**config.mk**
```make
export PLATFORM = sky130hd
export DESIGN_NAME = sfs_supervisor
export DESIGN_NICKNAME = d
export VERILOG_FILES = /design/src/design/sfs_pkg.sv /design/src/design/sfs_supervisor.sv /design/src/design/sfs_sync.sv /design/src/design/sfs_counter.sv
export VERILOG_INCLUDE_DIRS = /design/src /design/src/design
export SDC_FILE = /design/constraint.sdc
export NUM_CORES = 1
export LEC_CHECK = 0
export BUFFER_PORTS_ARGS = -buffer_cell sky130_fd_sc_hd__buf_2
export CORE_ASPECT_RATIO = 0.6
export CORE_MARGIN = 1
export CORE_UTILIZATION = 45
export CTS_CLUSTER_DIAMETER = 50
export DETAILED_ROUTE_END_ITERATION = 12
export PLACE_DENSITY = 0.66
export SETUP_SLACK_MARGIN = 0.5
export SYNTH_ARGS = -nofsm -noshare
export SYNTH_HDL_FRONTEND = slang
export SYNTH_SLANG_ARGS = --single-unit
```
**constraint.sdc**
```tcl
create_clock -name sys_clk -period 2.4 [get_ports sys_clk]
set_clock_uncertainty 0.05 [all_clocks]
set_input_delay 0.12 -clock sys_clk [delete_from_list [all_inputs] [get_ports sys_clk]]
set_output_delay 0.12 -clock sys_clk [all_outputs]
set_load 0.01 [all_outputs]
```
**src/design/sfs_consts.svh**
```systemverilog
// timing counts and fixed values of the switcher fault supervisor
`ifndef SFS_CONSTS_SVH
`define SFS_CONSTS_SVH
`define SFS_CLK_HZ 100000000
`define SFS_SOFTSTART_US 1000
`define SFS_SOFTSTART_CYC ((`SFS_SOFTSTART_US * (`SFS_CLK_HZ / 1000000)))
`define SFS_TIMER_MS 55
`define SFS_TIMER_CYC ((`SFS_TIMER_MS * (`SFS_CLK_HZ / 1000)))
`define SFS_OFF_PERIODS 8
`define SFS_SETPOINT_W 8
`define SFS_SETPOINT_MAX 8'hFF
`endif

```
**src/design/sfs_pkg.sv**
```systemverilog
// types of the switcher fault supervisor
package sfs_pkg;
   typedef enum logic [2:0] {
      ST_CHARGE,
      ST_SOFTSTART,
      ST_RUN,
      ST_OFF,
      ST_RETRY,
      ST_LATCHED
   } sfs_state_e;

   // synchronised comparator decisions
   typedef struct packed {
      logic vcc_above_low;
      logic vcc_at_on;
      logic vcc_below_min;
      logic bo_high;
      logic bo_latch;
      logic clamp_trip;
   } sfs_cmp_s;
endpackage

```
**src/design/sfs_supervisor.sv**
```systemverilog
// switcher fault supervisor: startup, soft-start, overload timer, lockouts
// Behaviour
// - below low supply level use reduced startup current, else nominal
// - enable drive pulses once supply reaches the turn-on level
// - ramp peak setpoint to maximum over the soft-start time
// - peak-limit flag high whenever setpoint sits at maximum
// - peak-limit flag rising starts the fault timer, nothing else does
// - flag still high at timer end stops pulses for eight periods
// - after off period retry one timer period, repeat while fault stays
// - retry ending without peak-limit flag returns to normal switching
// - undervoltage lockout stops pulses at once, over any timer state
// - block pulses while brown-out reports bulk image low
// - brown-out offset current on only while brown-out signal high
// - after brown-out in a pulsing state clears wait for turn-on level before pulsing; a brown-out within the off period does not
// - toggle startup source to hold supply during off and brown-out
// - brown-out pin above latch threshold latches off until reset
// - clamp overcurrent stops switching and waits a full off period
`include "sfs_consts.svh"

module sfs_supervisor #(
   parameter int TIMER_CYC = `SFS_TIMER_CYC,
   parameter int SOFTSTART_CYC = `SFS_SOFTSTART_CYC,
   parameter int OFF_PERIODS = `SFS_OFF_PERIODS
) (
   input wire logic sys_clk,
   input wire logic srst,
   input wire logic vcc_above_low_in,
   input wire logic vcc_at_on_in,
   input wire logic vcc_below_min_in,
   input wire logic bo_high_in,
   input wire logic bo_latch_in,
   input wire logic clamp_trip_in,
   output logic reduced_startup_current,
   output logic nominal_startup_current,
   output logic brownout_offset_current,
   output logic drive_enable,
   output logic [`SFS_SETPOINT_W-1:0] peak_setpoint,
   output logic peak_limit_flag,
   output logic fault_burst,
   output logic latched_off
);
   localparam int TW = $clog2(TIMER_CYC + 1);
   localparam int SSTEP = SOFTSTART_CYC / `SFS_SETPOINT_MAX;
   localparam int SW = $clog2(SSTEP + 2);
   localparam logic [TW-1:0] TIMER_LOAD = TW'(TIMER_CYC);
   localparam logic [SW-1:0] STEP_LOAD = SW'((SSTEP < 1) ? 1 : SSTEP);

   sfs_pkg::sfs_cmp_s cmp;
   sfs_pkg::sfs_state_e state_reg;
   sfs_pkg::sfs_state_e state_next;
   logic [3:0] periods_reg;
   logic [3:0] periods_next;
   logic [`SFS_SETPOINT_W-1:0] setpoint_reg;
   logic [`SFS_SETPOINT_W-1:0] setpoint_next;
   logic [SW-1:0] step_reg;
   logic [SW-1:0] step_next;
   logic timing_reg;
   logic timing_next;
   logic src_on_reg;
   logic src_on_next;
   logic flag_d_reg;
   logic flag_d_next;
   logic tmr_load;
   logic tmr_run;
   logic tmr_done;
   logic at_max;

   sfs_sync u_sync_low (
      .sys_clk(sys_clk),
      .srst(srst),
      .async_in(vcc_above_low_in),
      .sync_out(cmp.vcc_above_low)
   );
   sfs_sync u_sync_on (
      .sys_clk(sys_clk),
      .srst(srst),
      .async_in(vcc_at_on_in),
      .sync_out(cmp.vcc_at_on)
   );
   sfs_sync u_sync_min (
      .sys_clk(sys_clk),
      .srst(srst),
      .async_in(vcc_below_min_in),
      .sync_out(cmp.vcc_below_min)
   );
   sfs_sync u_sync_bo (
      .sys_clk(sys_clk),
      .srst(srst),
      .async_in(bo_high_in),
      .sync_out(cmp.bo_high)
   );
   sfs_sync u_sync_lat (
      .sys_clk(sys_clk),
      .srst(srst),
      .async_in(bo_latch_in),
      .sync_out(cmp.bo_latch)
   );
   sfs_sync u_sync_ovp (
      .sys_clk(sys_clk),
      .srst(srst),
      .async_in(clamp_trip_in),
      .sync_out(cmp.clamp_trip)
   );

   // shared 55 ms period counter
   // one counter serves the overload timer, off periods and retry
   sfs_counter #(.WIDTH(TW)) u_timer (
      .sys_clk(sys_clk),
      .srst(srst),
      .load(tmr_load),
      .period(TIMER_LOAD),
      .run(tmr_run),
      .done(tmr_done)
   );

   assign at_max = (setpoint_reg == `SFS_SETPOINT_MAX);

   // startup source hysteresis between min and turn-on levels
   always_comb begin
      src_on_next = src_on_reg;
      if (cmp.vcc_at_on) begin
         src_on_next = 1'b0;
      end else if (cmp.vcc_below_min) begin
         src_on_next = 1'b1;
      end
   end

   always_ff @(posedge sys_clk) begin
      if (srst) begin
         src_on_reg <= 1'b1;
      end else begin
         src_on_reg <= src_on_next;
      end
   end

   // flag history for the rising-edge test
   always_comb begin
      flag_d_next = at_max;
   end

   always_ff @(posedge sys_clk) begin
      if (srst) begin
         flag_d_reg <= 1'b0;
      end else begin
         flag_d_reg <= flag_d_next;
      end
   end

   // main sequencer: start, ramp, overload timer and lockouts
   always_comb begin
      state_next = state_reg;
      periods_next = periods_reg;
      setpoint_next = setpoint_reg;
      step_next = step_reg;
      timing_next = timing_reg;
      tmr_load = 1'b0;
      tmr_run = 1'b0;

      unique case (state_reg)
         sfs_pkg::ST_CHARGE: begin
            setpoint_next = '0;
            timing_next = 1'b0;
            // start only at turn-on level with brown-out ok
            // level test: a supply already at turn-on starts at once
            if (cmp.vcc_at_on && cmp.bo_high) begin
               state_next = sfs_pkg::ST_SOFTSTART;
               step_next = STEP_LOAD;
            end
         end
         sfs_pkg::ST_SOFTSTART, sfs_pkg::ST_RUN, sfs_pkg::ST_RETRY: begin
            // soft-start ramp, one setpoint step per interval
            if (!at_max) begin
               if (step_reg <= SW'(1)) begin
                  setpoint_next = setpoint_reg + 1'b1;
                  step_next = STEP_LOAD;
               end else begin
                  step_next = step_reg - 1'b1;
               end
            end else if (state_reg == sfs_pkg::ST_SOFTSTART) begin
               state_next = sfs_pkg::ST_RUN;
            end
            if (state_reg == sfs_pkg::ST_RETRY) begin
               tmr_run = 1'b1;
               // retry end decides burst or normal running
               if (tmr_done) begin
                  if (at_max) begin
                     state_next = sfs_pkg::ST_OFF;
                     periods_next = 4'(OFF_PERIODS);
                     tmr_load = 1'b1;
                  end else begin
                     state_next = sfs_pkg::ST_RUN;
                     timing_next = 1'b0;
                  end
               end
            end else begin
               if (at_max && !flag_d_reg && !timing_reg) begin
                  tmr_load = 1'b1;
                  timing_next = 1'b1;
               end else if (timing_reg) begin
                  tmr_run = 1'b1;
                  // flag still set at end enters off period
                  if (tmr_done) begin
                     timing_next = 1'b0;
                     if (at_max) begin
                        state_next = sfs_pkg::ST_OFF;
                        periods_next = 4'(OFF_PERIODS);
                        tmr_load = 1'b1;
                     end
                  end
               end
            end
         end
         sfs_pkg::ST_OFF: begin
            setpoint_next = '0;
            tmr_run = 1'b1;
            if (tmr_done) begin
               if (periods_reg <= 4'h1) begin
                  state_next = sfs_pkg::ST_RETRY;
                  periods_next = 4'h0;
                  step_next = STEP_LOAD;
               end else begin
                  periods_next = periods_reg - 4'h1;
               end
               tmr_load = 1'b1;
            end
         end
         sfs_pkg::ST_LATCHED: begin
            setpoint_next = '0;
         end
      endcase

      // clamp overcurrent forces a full off period
      if (cmp.clamp_trip && state_reg != sfs_pkg::ST_LATCHED &&
          state_reg != sfs_pkg::ST_OFF) begin
         state_next = sfs_pkg::ST_OFF;
         periods_next = 4'(OFF_PERIODS);
         setpoint_next = '0;
         timing_next = 1'b0;
         tmr_load = 1'b1;
      end
      // undervoltage or brown-out stops pulses at once
      // only pulsing states fall back; off and latched keep their course
      if ((cmp.vcc_below_min || !cmp.bo_high) &&
          (state_reg == sfs_pkg::ST_SOFTSTART ||
           state_reg == sfs_pkg::ST_RUN ||
           state_reg == sfs_pkg::ST_RETRY)) begin
         state_next = sfs_pkg::ST_CHARGE;
         setpoint_next = '0;
         timing_next = 1'b0;
      end
      // latch-off wins over everything until reset
      if (cmp.bo_latch) begin
         state_next = sfs_pkg::ST_LATCHED;
         setpoint_next = '0;
         timing_next = 1'b0;
      end
   end

   // state, ramp and timer bookkeeping
   always_ff @(posedge sys_clk) begin
      if (srst) begin
         state_reg <= sfs_pkg::ST_CHARGE;
         periods_reg <= 4'h0;
         setpoint_reg <= '0;
         step_reg <= '0;
         timing_reg <= 1'b0;
      end else begin
         state_reg <= state_next;
         periods_reg <= periods_next;
         setpoint_reg <= setpoint_next;
         step_reg <= step_next;
         timing_reg <= timing_next;
      end
   end

   logic pulsing;
   assign pulsing = (state_reg == sfs_pkg::ST_SOFTSTART) ||
                    (state_reg == sfs_pkg::ST_RUN) ||
                    (state_reg == sfs_pkg::ST_RETRY);

   // source runs while neither pulsing nor latched, by supply hysteresis
   // reduced level below the low supply threshold
   assign reduced_startup_current = !pulsing && src_on_reg &&
                                    (state_reg != sfs_pkg::ST_LATCHED) &&
                                    !cmp.vcc_above_low;
   assign nominal_startup_current = !pulsing && src_on_reg &&
                                    (state_reg != sfs_pkg::ST_LATCHED) &&
                                    cmp.vcc_above_low;
   // hysteresis source follows the brown-out signal
   assign brownout_offset_current = cmp.bo_high;
   // pulses gated by brown-out as well as state
   assign drive_enable = pulsing && cmp.bo_high && !cmp.vcc_below_min;
   assign peak_setpoint = setpoint_reg;
   assign peak_limit_flag = at_max;
   assign fault_burst = (state_reg == sfs_pkg::ST_OFF) ||
                        (state_reg == sfs_pkg::ST_RETRY);
   assign latched_off = (state_reg == sfs_pkg::ST_LATCHED);
endmodule

```
**src/design/sfs_sync.sv**
```systemverilog
// two flip-flop synchroniser for one comparator input
module sfs_sync (
   input wire logic sys_clk,
   input wire logic srst,
   input wire logic async_in,
   output logic sync_out
);
   logic meta_reg;
   logic meta_next;
   logic sync_reg;
   logic sync_next;

   always_comb begin
      meta_next = async_in;
      sync_next = meta_reg;
   end

   always_ff @(posedge sys_clk) begin
      if (srst) begin
         meta_reg <= 1'b0;
         sync_reg <= 1'b0;
      end else begin
         meta_reg <= meta_next;
         sync_reg <= sync_next;
      end
   end

   assign sync_out = sync_reg;
endmodule

```
**src/design/sfs_counter.sv**
```systemverilog
// down counter loaded with a period, flags the end of the period
module sfs_counter #(
   parameter int WIDTH = 24
) (
   input wire logic sys_clk,
   input wire logic srst,
   input wire logic load,
   input wire logic [WIDTH-1:0] period,
   input wire logic run,
   output logic done
);
   logic [WIDTH-1:0] cnt_reg;
   logic [WIDTH-1:0] cnt_next;

   always_comb begin
      cnt_next = cnt_reg;
      if (load) begin
         cnt_next = period;
      end else if (run && cnt_reg != '0) begin
         cnt_next = cnt_reg - 1'b1;
      end
   end

   always_ff @(posedge sys_clk) begin
      if (srst) begin
         cnt_reg <= '0;
      end else begin
         cnt_reg <= cnt_next;
      end
   end

   // done ignores load, so a reload on done forms no combinational loop
   assign done = run && (cnt_reg == {{(WIDTH-1){1'b0}}, 1'b1});
endmodule

```
# Yosys cells after proc, flatten, opt, wreduce, memory -nomap -nowiden

Cells that the tools add are included.

Register bits after elaboration: 62
Input port bits: 8
Output and inout port bits: 15
Word-level logic and storage cells: 159

Add/subtract/negate cells: 4
Magnitude comparators: 2
Equality and inequality tests: 26
Mux-type cells: 57
Reduce and logical (&&, ||, !) cells: 47

Operators by type and width:

| operator                                                              | count |
|---|---|
| 23-bit two-way mux                                                    | 2 |
| 9-bit two-way mux                                                     | 5 |
| 3-bit two-way mux                                                     | 14 |
| 4-bit two-way mux                                                     | 8 |
| 9-bit case mux with 3 select lines                                    | 1 |
| 3-bit != test, second input constant                                  | 8 |
| 23-bit by 1-bit == test with 1-bit output, second input constant      | 1 |
| 23-bit nonzero test                                                   | 1 |
| 23-bit by 1-bit subtractor with 23-bit output, second input constant  | 1 |
| 1-bit two-way mux                                                     | 19 |
| 8-bit two-way mux                                                     | 2 |
| 8-bit case mux with 2 select lines                                    | 1 |
| 4-bit AND reduction                                                   | 4 |
| 5-bit by 4-bit != test with 1-bit output, second input constant       | 3 |
| 1-bit logical AND                                                     | 14 |
| 2-bit != test, second input constant                                  | 5 |
| 9-bit by 1-bit <= comparator with 1-bit output, second input constant | 1 |
| 3-bit case mux with 3 select lines                                    | 1 |
| 3-bit OR reduction                                                    | 3 |
| 9-bit by 1-bit subtractor with 9-bit output, second input constant    | 1 |
| 8-bit by 1-bit adder with 8-bit output, second input constant         | 1 |
| 8-bit == test, second input constant                                  | 1 |
| 4-bit != test, second input constant                                  | 2 |
| 4-bit case mux with 2 select lines                                    | 1 |
| 19 further kinds                                                      | 36 |

# Longest topological paths before layout

Gate-level depths: netlist of the first run.

Word-level depth: 15
Gate-level depth with buffers: 9
Depth with buffers taken out: 8

# Cells and area by module

A second synthesis of the first run with hierarchy kept.

Cells, all modules: 442
Area total of the unflattened synthesis: 3594.7 um^2

Modules (own cells, without submodules):

| module         | times used | cells each | area an instance (um^2) | sequential area each (um^2) |
|---|---|---|---|---|
| sfs_supervisor | 1          | 247        | 1829.3                  | 540.5 |
| sfs_counter    | 1          | 171        | 1450.1                  | 460.4 |
| sfs_sync       | 6          | 4          | 52.6                    | 40.0 |

# Worst setup path after synthesis of the first run

OpenSTA, ideal clock, no wires.

Path type: reg-to-reg
Start point: register u_timer.cnt_reg[10]
End point: register state_reg[0]
Setup time: 106 ps
Arrival time: 2329 ps
Data required time: 2244 ps
Path slack: -85 ps
Cell stages (with the launch flop): 8
Path buffers: 1
Clock period less this slack: 2485 ps
Path through: dfxtp_1 > or4_4 > or4_4 > buf_6 > or3_4 > a221oi_4 > nand3_1 > o311ai_0

Word-level cells in the longest chain between the ends: 10
Elaborated cells between the ends (all ways): 13
Those cells by class: eq/ne (2); mux (9); reduce/logical (2)

RTL lines:

| what                                          | RTL line              | text |
|---|---|---|
| start, declared                               | sfs_counter.sv:12     | `logic [WIDTH-1:0] cnt_reg;` |
| start signal, assigned                        | sfs_counter.sv:28     | `cnt_reg <= cnt_next;` |
| 23-bit by 1-bit == test with 1-bit output (*) | sfs_counter.sv:33     | `assign done = run && (cnt_reg == {{(WIDTH-1){1'b0}}, 1'b1});` |
| 1-bit logical AND (*)                         | sfs_counter.sv:33     |  |
| 3-bit two-way mux                             | sfs_supervisor.sv:202 | `if (tmr_done) begin` |
| 3-bit two-way mux                             | sfs_supervisor.sv:199 | `end else if (timing_reg) begin` |
| 3-bit two-way mux                             | sfs_supervisor.sv:196 | `if (at_max && !flag_d_reg && !timing_reg) begin` |
| 3-bit two-way mux                             | sfs_supervisor.sv:182 | `if (state_reg == sfs_pkg::ST_RETRY) begin` |
| 3-bit case mux with 3 select lines            | sfs_supervisor.sv:159 | `unique case (state_reg)` |
| 3-bit two-way mux                             | sfs_supervisor.sv:233 | `if (cmp.clamp_trip && state_reg != sfs_pkg::ST_LATCHED &&` |
| 3-bit two-way mux                             | sfs_supervisor.sv:243 | `if ((cmp.vcc_below_min \|\| !cmp.bo_high) &&` |
| 3-bit two-way mux                             | sfs_supervisor.sv:252 | `if (cmp.bo_latch) begin` |
| end signal, assigned                          | sfs_supervisor.sv:262 | `state_reg <= sfs_pkg::ST_CHARGE;` |
| end signal, assigned                          | sfs_supervisor.sv:268 | `state_reg <= state_next;` |
| end, declared                                 | sfs_supervisor.sv:49  | `sfs_pkg::sfs_state_e state_reg;` |

Every way passes the cells marked *; elsewhere a longest branch is shown, timed or not.
A chain may end at the register's enable or synchronous reset.

# Final worst setup path of the first run

Start point: register u_timer.cnt_reg[5]
End point: register u_timer.cnt_reg[21]

Word-level cells in the longest chain between the ends: 9
Elaborated cells between the ends (all ways): 13
Those cells by class: add/sub (1); eq/ne (1); mux (7); reduce/logical (4)

RTL lines:

| what                                      | RTL line |
|---|---|
| 23-bit by 1-bit == test with 1-bit output | sfs_counter.sv:33 |
| 1-bit logical AND                         | sfs_counter.sv:33 |
| 1-bit two-way mux                         | sfs_supervisor.sv:185, sfs_supervisor.sv:202 |
| 1-bit two-way mux                         | sfs_supervisor.sv:199 |
| 1-bit two-way mux                         | sfs_supervisor.sv:196 |
| 1-bit two-way mux                         | sfs_supervisor.sv:182 |
| 1-bit case mux with 2 select lines        | sfs_supervisor.sv:159 |
| 1-bit two-way mux                         | sfs_supervisor.sv:233 |
| 2-bit OR reduction (no line)              | - |

Parallel ways exist; a longest one is shown, timed or not.

==> flow_metrics.env, run 1 <==
export IMPL_yosys_top_cells_count="dfxtp_1, nor2_1, a21oi_1"
export IMPL_relSlewSlack_pct=58.4
export IMPL_finalNetCount=454
export IMPL_status="finished with violations"
export IMPL_grt_pass1_wl_um=13500
export IMPL_critPathMaxStageDelay_ns=0.53
export IMPL_arrival_ns=2.64
export IMPL_clk_path_buf_depth=2
export IMPL_synth_area_um2=3120
export IMPL_final_layout_size_suffix_gt1_share_pct=33.9
export IMPL_fin_tns_setup_ns=-0.812
export IMPL_p_seq_share_pct=26.1
export IMPL_period_share_pct=103
export IMPL_synth_distinct_cells=57
export IMPL_dp_hpwl_um=5520
export IMPL_finalMaxSlewViolations=0
export IMPL_coreArea_um2=6680
export IMPL_path_cells="or4_4 > or4_4 > nor3_4 > o211ai_1 > buf_4 > nand3_4 > clkbuf_16 > nor2_1"
export IMPL_async_flop_share_pct=0
export IMPL_track_usage_pct=25.0
export IMPL_antenna_found_initial=0
export IMPL_setup_ws_ns=-0.0661
export IMPL_dr_first_iter_drc_count=257
export IMPL_largest_register_ff_count=23
export IMPL_fp_dieW_um=110
export IMPL_synth_area_leaders="dfxtp_1, nor2_1, xnor2_1, xor2_1, a21oi_1"
export IMPL_ys_seq_elements=62
export IMPL_pwr_share_comb_pct=45.5
export IMPL_dr_pass1_iters=4
export IMPL_cts_max_level=3
export IMPL_swShare_pct=36.9
export IMPL_cp_num_buf_inv=2
export IMPL_hp_class="in -> reg"
export IMPL_final_area_um2=4360
export IMPL_io_pins=23
export IMPL_pre_cts_ws_ns=-0.0752
export IMPL_grt_max_degree=25
export IMPL_p_leak_nw=1.66
export IMPL_power_share_clock_pct=28.5
export IMPL_syn_inst=366
export IMPL_fp_row_count=23
export IMPL_crit_type="reg -> reg"
export IMPL_numCtsBuffers=9
export IMPL_synth_largest_area_cell="dfxtp_1"
export IMPL_hold_ws_ns=0.206
export IMPL_p_switching_mw=1.95
export IMPL_clock_latency_ns=0.33
export IMPL_fin_util_pct=65.3
export IMPL_synth_top_area_share_pct=39.8
export IMPL_cts_num_sinks=62
export IMPL_cts_root_buf="clkbuf_16"
export IMPL_postPlaceCellArea_um2=3670
export IMPL_gr_total_overflow=0
export IMPL_start_util_pct=46.7
export IMPL_max_freq_mhz=406
export IMPL_drv_cap=0
export IMPL_area_growth_pct=39.7
export IMPL_antenna_cells=0
export IMPL_min_period_ns=2.47
export IMPL_setup_worst_path_start_class="register"
export IMPL_worst_setup_path_end_kind="register"
export IMPL_die_area_um2=7280
export IMPL_setup_violations=21
export IMPL_drcViolationCount=0
export IMPL_cts_clk_slew_worst_paths_ns=0.06
export IMPL_ant_nets=0
export IMPL_vias=2955
export IMPL_tightest_slew_ns=0.618
export IMPL_violations="setup timing"
export IMPL_crit_path_frequent_cell="or4_4"
export IMPL_yosysSeqAreaShare_pct=39.8
export IMPL_synth_nets=382
export IMPL_synth_avg_cell_area_um2=8.53
export IMPL_dieHeight_um=66.5
export IMPL_synth_edf_count=0
export IMPL_ys_warn_count=0
export IMPL_internal_power_mw=3.34
export IMPL_cts_tree="done"
export IMPL_wirelength_um=8370
export IMPL_rsz0062_at_grt="yes"
export IMPL_first_global_vias=2672
export IMPL_cp_top_family="simple AND/OR/NAND/NOR gates"
export IMPL_ir_worst_vdd_mv=0.799
export IMPL_io_buffers=22
export IMPL_yosysMostFrequentCell="dfxtp_1"
export IMPL_viasPerCell=5.58
export IMPL_synth_ff_type="dfxtp_1"
export IMPL_crit_fanout=6
export IMPL_cpMaxStageDelayCell="or4_4"
export IMPL_power_density_nw_per_um2=1220
export IMPL_required_ns=2.58
export IMPL_wl_per_cell_um=15.8
export IMPL_hold_viol_final=0
export IMPL_place_congestion=0.933
power by group through the flow:
stage / Sequential, mW / Combinational [mW] / Clock [mW]
after CTS: 1.37 / 2.27 / 1.54
after detailed placement: 1.38 / 2.07 / 0
after global placement: 1.37 / 2.04 / 0
after global routing: 1.40 / 2.62 / 1.58
after floorplan: 1.34 / 1.47 / 0
final: 1.38 / 2.41 / 1.51
worst reg2reg max path: stages (launching register included):
cell,delay (ns)
dfxtp_2,0.32
or4_4,0.53
or4_4,0.47
nor3_4,0.27
o211ai_1,0.18
buf_4,0.23
nand3_4,0.09
clkbuf_16,0.17
nor2_1,0.04
per-layer routing:
metal | vias up | global-route usage [%] | part of all wire [%]
li1 | 1462 | - | -
met1 | 1403 | 34.9 | 50
met2 | 77 | 35.1 | 43
met3 | 13 | 7.63 | 5.1
met4 | 0 | 11.0 | 1.6
met5 | - | 0 | 0
final cells by class:
cell class	instances	area (um^2)
clock buffers	9	225
clock inverters	7	123
fillers	579	2320
inverters	13	53.8
multi-input cells	278	2030
flip-flops and latches	62	1250
well taps	87	109
repair buffers	74	566
path summary, 6_finish.rpt:
| kind | startpoint | end | slack (ns) | cells after the start |
|---|---|---|---|---|
| setup reg to reg | u_timer.cnt_reg[5]$_SDFFE_PP0P_ | u_timer.cnt_reg[21]$_SDFFE_PP0P_ | -0.07 | 8 |
| hold / removal | srst | step_reg[1]$_SDFFE_PP0P_ | 0.21 | 2 |
| setup / recovery | u_timer.cnt_reg[5]$_SDFFE_PP0P_ | u_timer.cnt_reg[21]$_SDFFE_PP0P_ | -0.07 | 8 |
| hold reg to reg | u_sync_bo.meta_reg$_SDFF_PP0_ | u_sync_bo.sync_out$_SDFF_PP0_ | 0.38 | 1 |
kinds of logic after synthesis:
kind of cell,share of synthesized area (%)
and+or+nand+nor,28.3
AOI/OAI and AO/OA,15.4
DFF,39.8
xor gates and xnor gates,8.98
buffers and inverters,3.73
adders and majority gates,3.21
muxes,0.682
through the flow:
step / total power [mW] / instances
after global routing: 5.60 / 530
final: 5.30 / 530
after detailed placement: 3.45 / 500
after floorplan: 2.81 / 366
after CTS: 5.18 / 528
after global placement: 3.42 / 500
cells in the final DEF (no fill, tap or decap), types with 6 or more instances in the layout:
cell	n
nor4_1	7
o21ai_0	10
nand2b_1	7
inv_1	12
xnor2_1	15
a21oi_1	6
nor2_4	6
buf_2	22
buf_4	41
nor2_1	32
dfxtp_1	57
a21oi_2	15
nand3_1	10
and3_1	6
nor3_1	16
clkbuf_16	10
nand2_1	17
dlygate4sd3_1	6
nor2b_1	14
or3_1	8
xor2_1	16
ha_1	7
repair_timing:
action / in CTS / in global routing
resized for setup: 32 / 25
hold buffers: 6 / 0
endpoints found under the setup margin: 50 / 52
hold endpoints to repair: 6 / 0
pin swaps: 10 / 12
cloned: 1 / 1
buffers inserted: 5 / 1
No activity file was read; power rests on OpenSTA's default activity.
==> run 2, diff against run 1 <==
--- a/config.mk
+++ b/config.mk
@@ -12,8 +12,9 @@
 export CORE_UTILIZATION = 45
 export CTS_CLUSTER_DIAMETER = 50
 export DETAILED_ROUTE_END_ITERATION = 12
-export PLACE_DENSITY = 0.66
+export PLACE_DENSITY = 0.63
 export SETUP_SLACK_MARGIN = 0.5
+export SKIP_LAST_GASP = 1
 export SYNTH_ARGS = -nofsm -noshare
 export SYNTH_HDL_FRONTEND = slang
 export SYNTH_SLANG_ARGS = --single-unit
==> constraint.sdc (replaced) <==
create_clock -name sys_clk -period 2.9 [get_ports sys_clk]
set_clock_uncertainty 0.05 [all_clocks]
set_input_delay 0.145 -clock sys_clk [delete_from_list [all_inputs] [get_ports sys_clk]]
set_output_delay 0.145 -clock sys_clk [all_outputs]
set_load 0.01 [all_outputs]
==> flow_metrics.env, run 2 (synthesis results as in run 1) <==
export IMPL_max_freq_mhz=398
export IMPL_die_area_um2=7280
export IMPL_period_share_pct=86.6
export IMPL_largest_register_ff_count=23
export IMPL_numCtsBuffers=9
export IMPL_cts_num_sinks=62
export IMPL_coreArea_um2=6680
export IMPL_grt_pass1_wl_um=12500
export IMPL_power_share_clock_pct=26.9
export IMPL_io_pins=23
export IMPL_grt_max_degree=40
export IMPL_crit_fanout=6
export IMPL_power_density_nw_per_um2=1020
export IMPL_wl_met2_um=3210
export IMPL_path_cells="or4_4 > or4_4 > nor3_4 > o211ai_1 > and3b_2 > a21oi_1"
export IMPL_hp_class="in -> reg"
export IMPL_min_period_ns=2.51
export IMPL_fillerInstances=567
export IMPL_antenna_cells=0
export IMPL_fp_row_count=23
export IMPL_place_congestion=0.888
export IMPL_area_growth_pct=33.0
export IMPL_dr_first_iter_drc_count=126
export IMPL_ir_worst_vdd_mv=0.595
export IMPL_setup_ws_ns=0.389
export IMPL_internal_power_mw=2.67
export IMPL_first_global_vias=2537
export IMPL_rsz0062_at_grt="yes"
export IMPL_cts_tree="done"
export IMPL_arrival_ns=2.72
export IMPL_p_switching_mw=1.56
export IMPL_cpMaxStageDelayCell="or4_4"
export IMPL_final_layout_size_suffix_gt1_share_pct=28.0
export IMPL_wl_met1_um=4060
export IMPL_viasPerCell=5.59
export IMPL_dr_pass1_iters=4
export IMPL_status="finished, final reports clean"
export IMPL_pwr_share_comb_pct=46.4
export IMPL_worst_setup_path_end_kind="register"
export IMPL_min_path_cells=2
export IMPL_top_layer="met4"
export IMPL_pre_cts_ws_ns=0.295
export IMPL_crit_type="reg -> reg"
export IMPL_setup_worst_path_start_class="register"
export IMPL_r2r_setup_slack_ns=0.39
export IMPL_cts_max_level=3
export IMPL_critPathMaxStageDelay_ns=0.53
export IMPL_p_leak_nw=1.59
export IMPL_setup_violations=0
export IMPL_drcViolationCount=0
export IMPL_fin_tns_setup_ns=0
export IMPL_required_ns=3.11
export IMPL_route_met3_wl_um=481
export IMPL_final_common_cell="dfxtp_1"
export IMPL_cts_clk_slew_worst_paths_ns=0.05
export IMPL_p_seq_share_pct=26.7
export IMPL_gr_total_overflow=0
export IMPL_tightest_slew_ns=0.758
export IMPL_wirelength_um=7830
export IMPL_track_usage_pct=23.0
export IMPL_dieHeight_um=66.5
export IMPL_vias=2900
export IMPL_clk_path_buf_depth=2
export IMPL_drv_cap=0
export IMPL_relSlewSlack_pct=49.5
export IMPL_reg2reg_depth=6
export IMPL_swShare_pct=36.9
export IMPL_io_buffers=22
export IMPL_wl_per_cell_um=15.1
export IMPL_start_util_pct=46.7
export IMPL_hold_viol_final=0
export IMPL_clock_latency_ns=0.34
export IMPL_crit_path_frequent_cell="or4_4"
export IMPL_fp_dieW_um=110
export IMPL_finalMaxSlewViolations=0
export IMPL_cts_root_buf="clkbuf_16"
export IMPL_ant_nets=0
export IMPL_layout_common_cells="dfxtp_1, nor2_1, buf_4"
export IMPL_antenna_found_initial=0
export IMPL_dp_hpwl_um=4940
export IMPL_finalNetCount=443
export IMPL_hold_ws_ns=0.316
[run 2: cell count changes in the layout (fill, tap and decap cells not counted), sizes merged]
cell	change
buf	-10
clkbuf	+2
bufinv	-1
clkinv	-1
clkinvlp	-1
[run 2: power groups by stage]
| stage | clock network [mW] | logic, mW | registers, mW |
|---|---|---|---|
| finish | 1.14 | 1.96 | 1.13 |
| global route | 1.21 | 2.12 | 1.15 |
| CTS | 1.16 | 1.67 | 1.12 |
| detailed placement | 0 | 1.44 | 1.13 |
| global placement | 0 | 1.44 | 1.13 |
| floorplan | 0 | 1.12 | 1.10 |
[run 2: critical path, delay by kind of cell, from the launching register on]
kind             cells  cell delay [ns]
flip-flops           1             0.32
AO/OA/AOI/OAI        2             0.45
AND/OR/NAND/NOR      4             1.62
[run 2: timing repair]
action                     CTS  global route
hold buffers                 5             1
buffers inserted            13            10
hold endpoints to repair     5             1
resized for setup           22            38
pin swaps                   14            18
gates cloned                 1             1
setup endpoints to repair   38            39
[run 2: path summary, 6_finish.rpt]
path | end | startpoint
setup / recovery | u_timer.cnt_reg[20]$_SDFFE_PP0P_ | u_timer.cnt_reg[5]$_SDFFE_PP0P_
hold / removal | flag_d_reg$_SDFF_PP0_ | srst
setup reg to reg | u_timer.cnt_reg[20]$_SDFFE_PP0P_ | u_timer.cnt_reg[5]$_SDFFE_PP0P_
hold reg to reg | u_sync_on.sync_out$_SDFF_PP0_ | u_sync_on.meta_reg$_SDFF_PP0_
[run 2: cell type report]
| class | instances | area (um^2) | share of cell area, % |
|---|---|---|---|
| Clock buffer | 12 | 246 | 5.94 |
| Clock inverter | 4 | 70.1 | 1.69 |
| Inverter | 13 | 52.6 | 1.27 |
| Multi-Input combinational cell | 278 | 1960 | 47.2 |
| Sequential cell | 62 | 1250 | 30.0 |
| Tap cell | 87 | 109 | 2.62 |
| Timing Repair Buffer | 63 | 467 | 11.2 |
[run 2: metal layers]
metal / up-vias / global-route usage [%]
met5: - / 0
met3: 10 / 7.24
met4: 0 / 9.33
li1: 1439 / -
met2: 82 / 30.5
met1: 1369 / 33.4
[run 2: metrics by stage]
step / power, mW / std cells / cell area, um^2 / util [%]
3_3_place_gp: 2.56 / 472 / 3360 / 50.3
6_report: 4.23 / 519 / 4150 / 62.2
4_1_cts: 3.95 / 507 / 3910 / 58.5
3_5_place_dp: 2.56 / 472 / 3360 / 50.3
5_1_grt: 4.47 / 519 / 4150 / 62.2
2_1_floorplan: 2.22 / 366 / 3120 / -
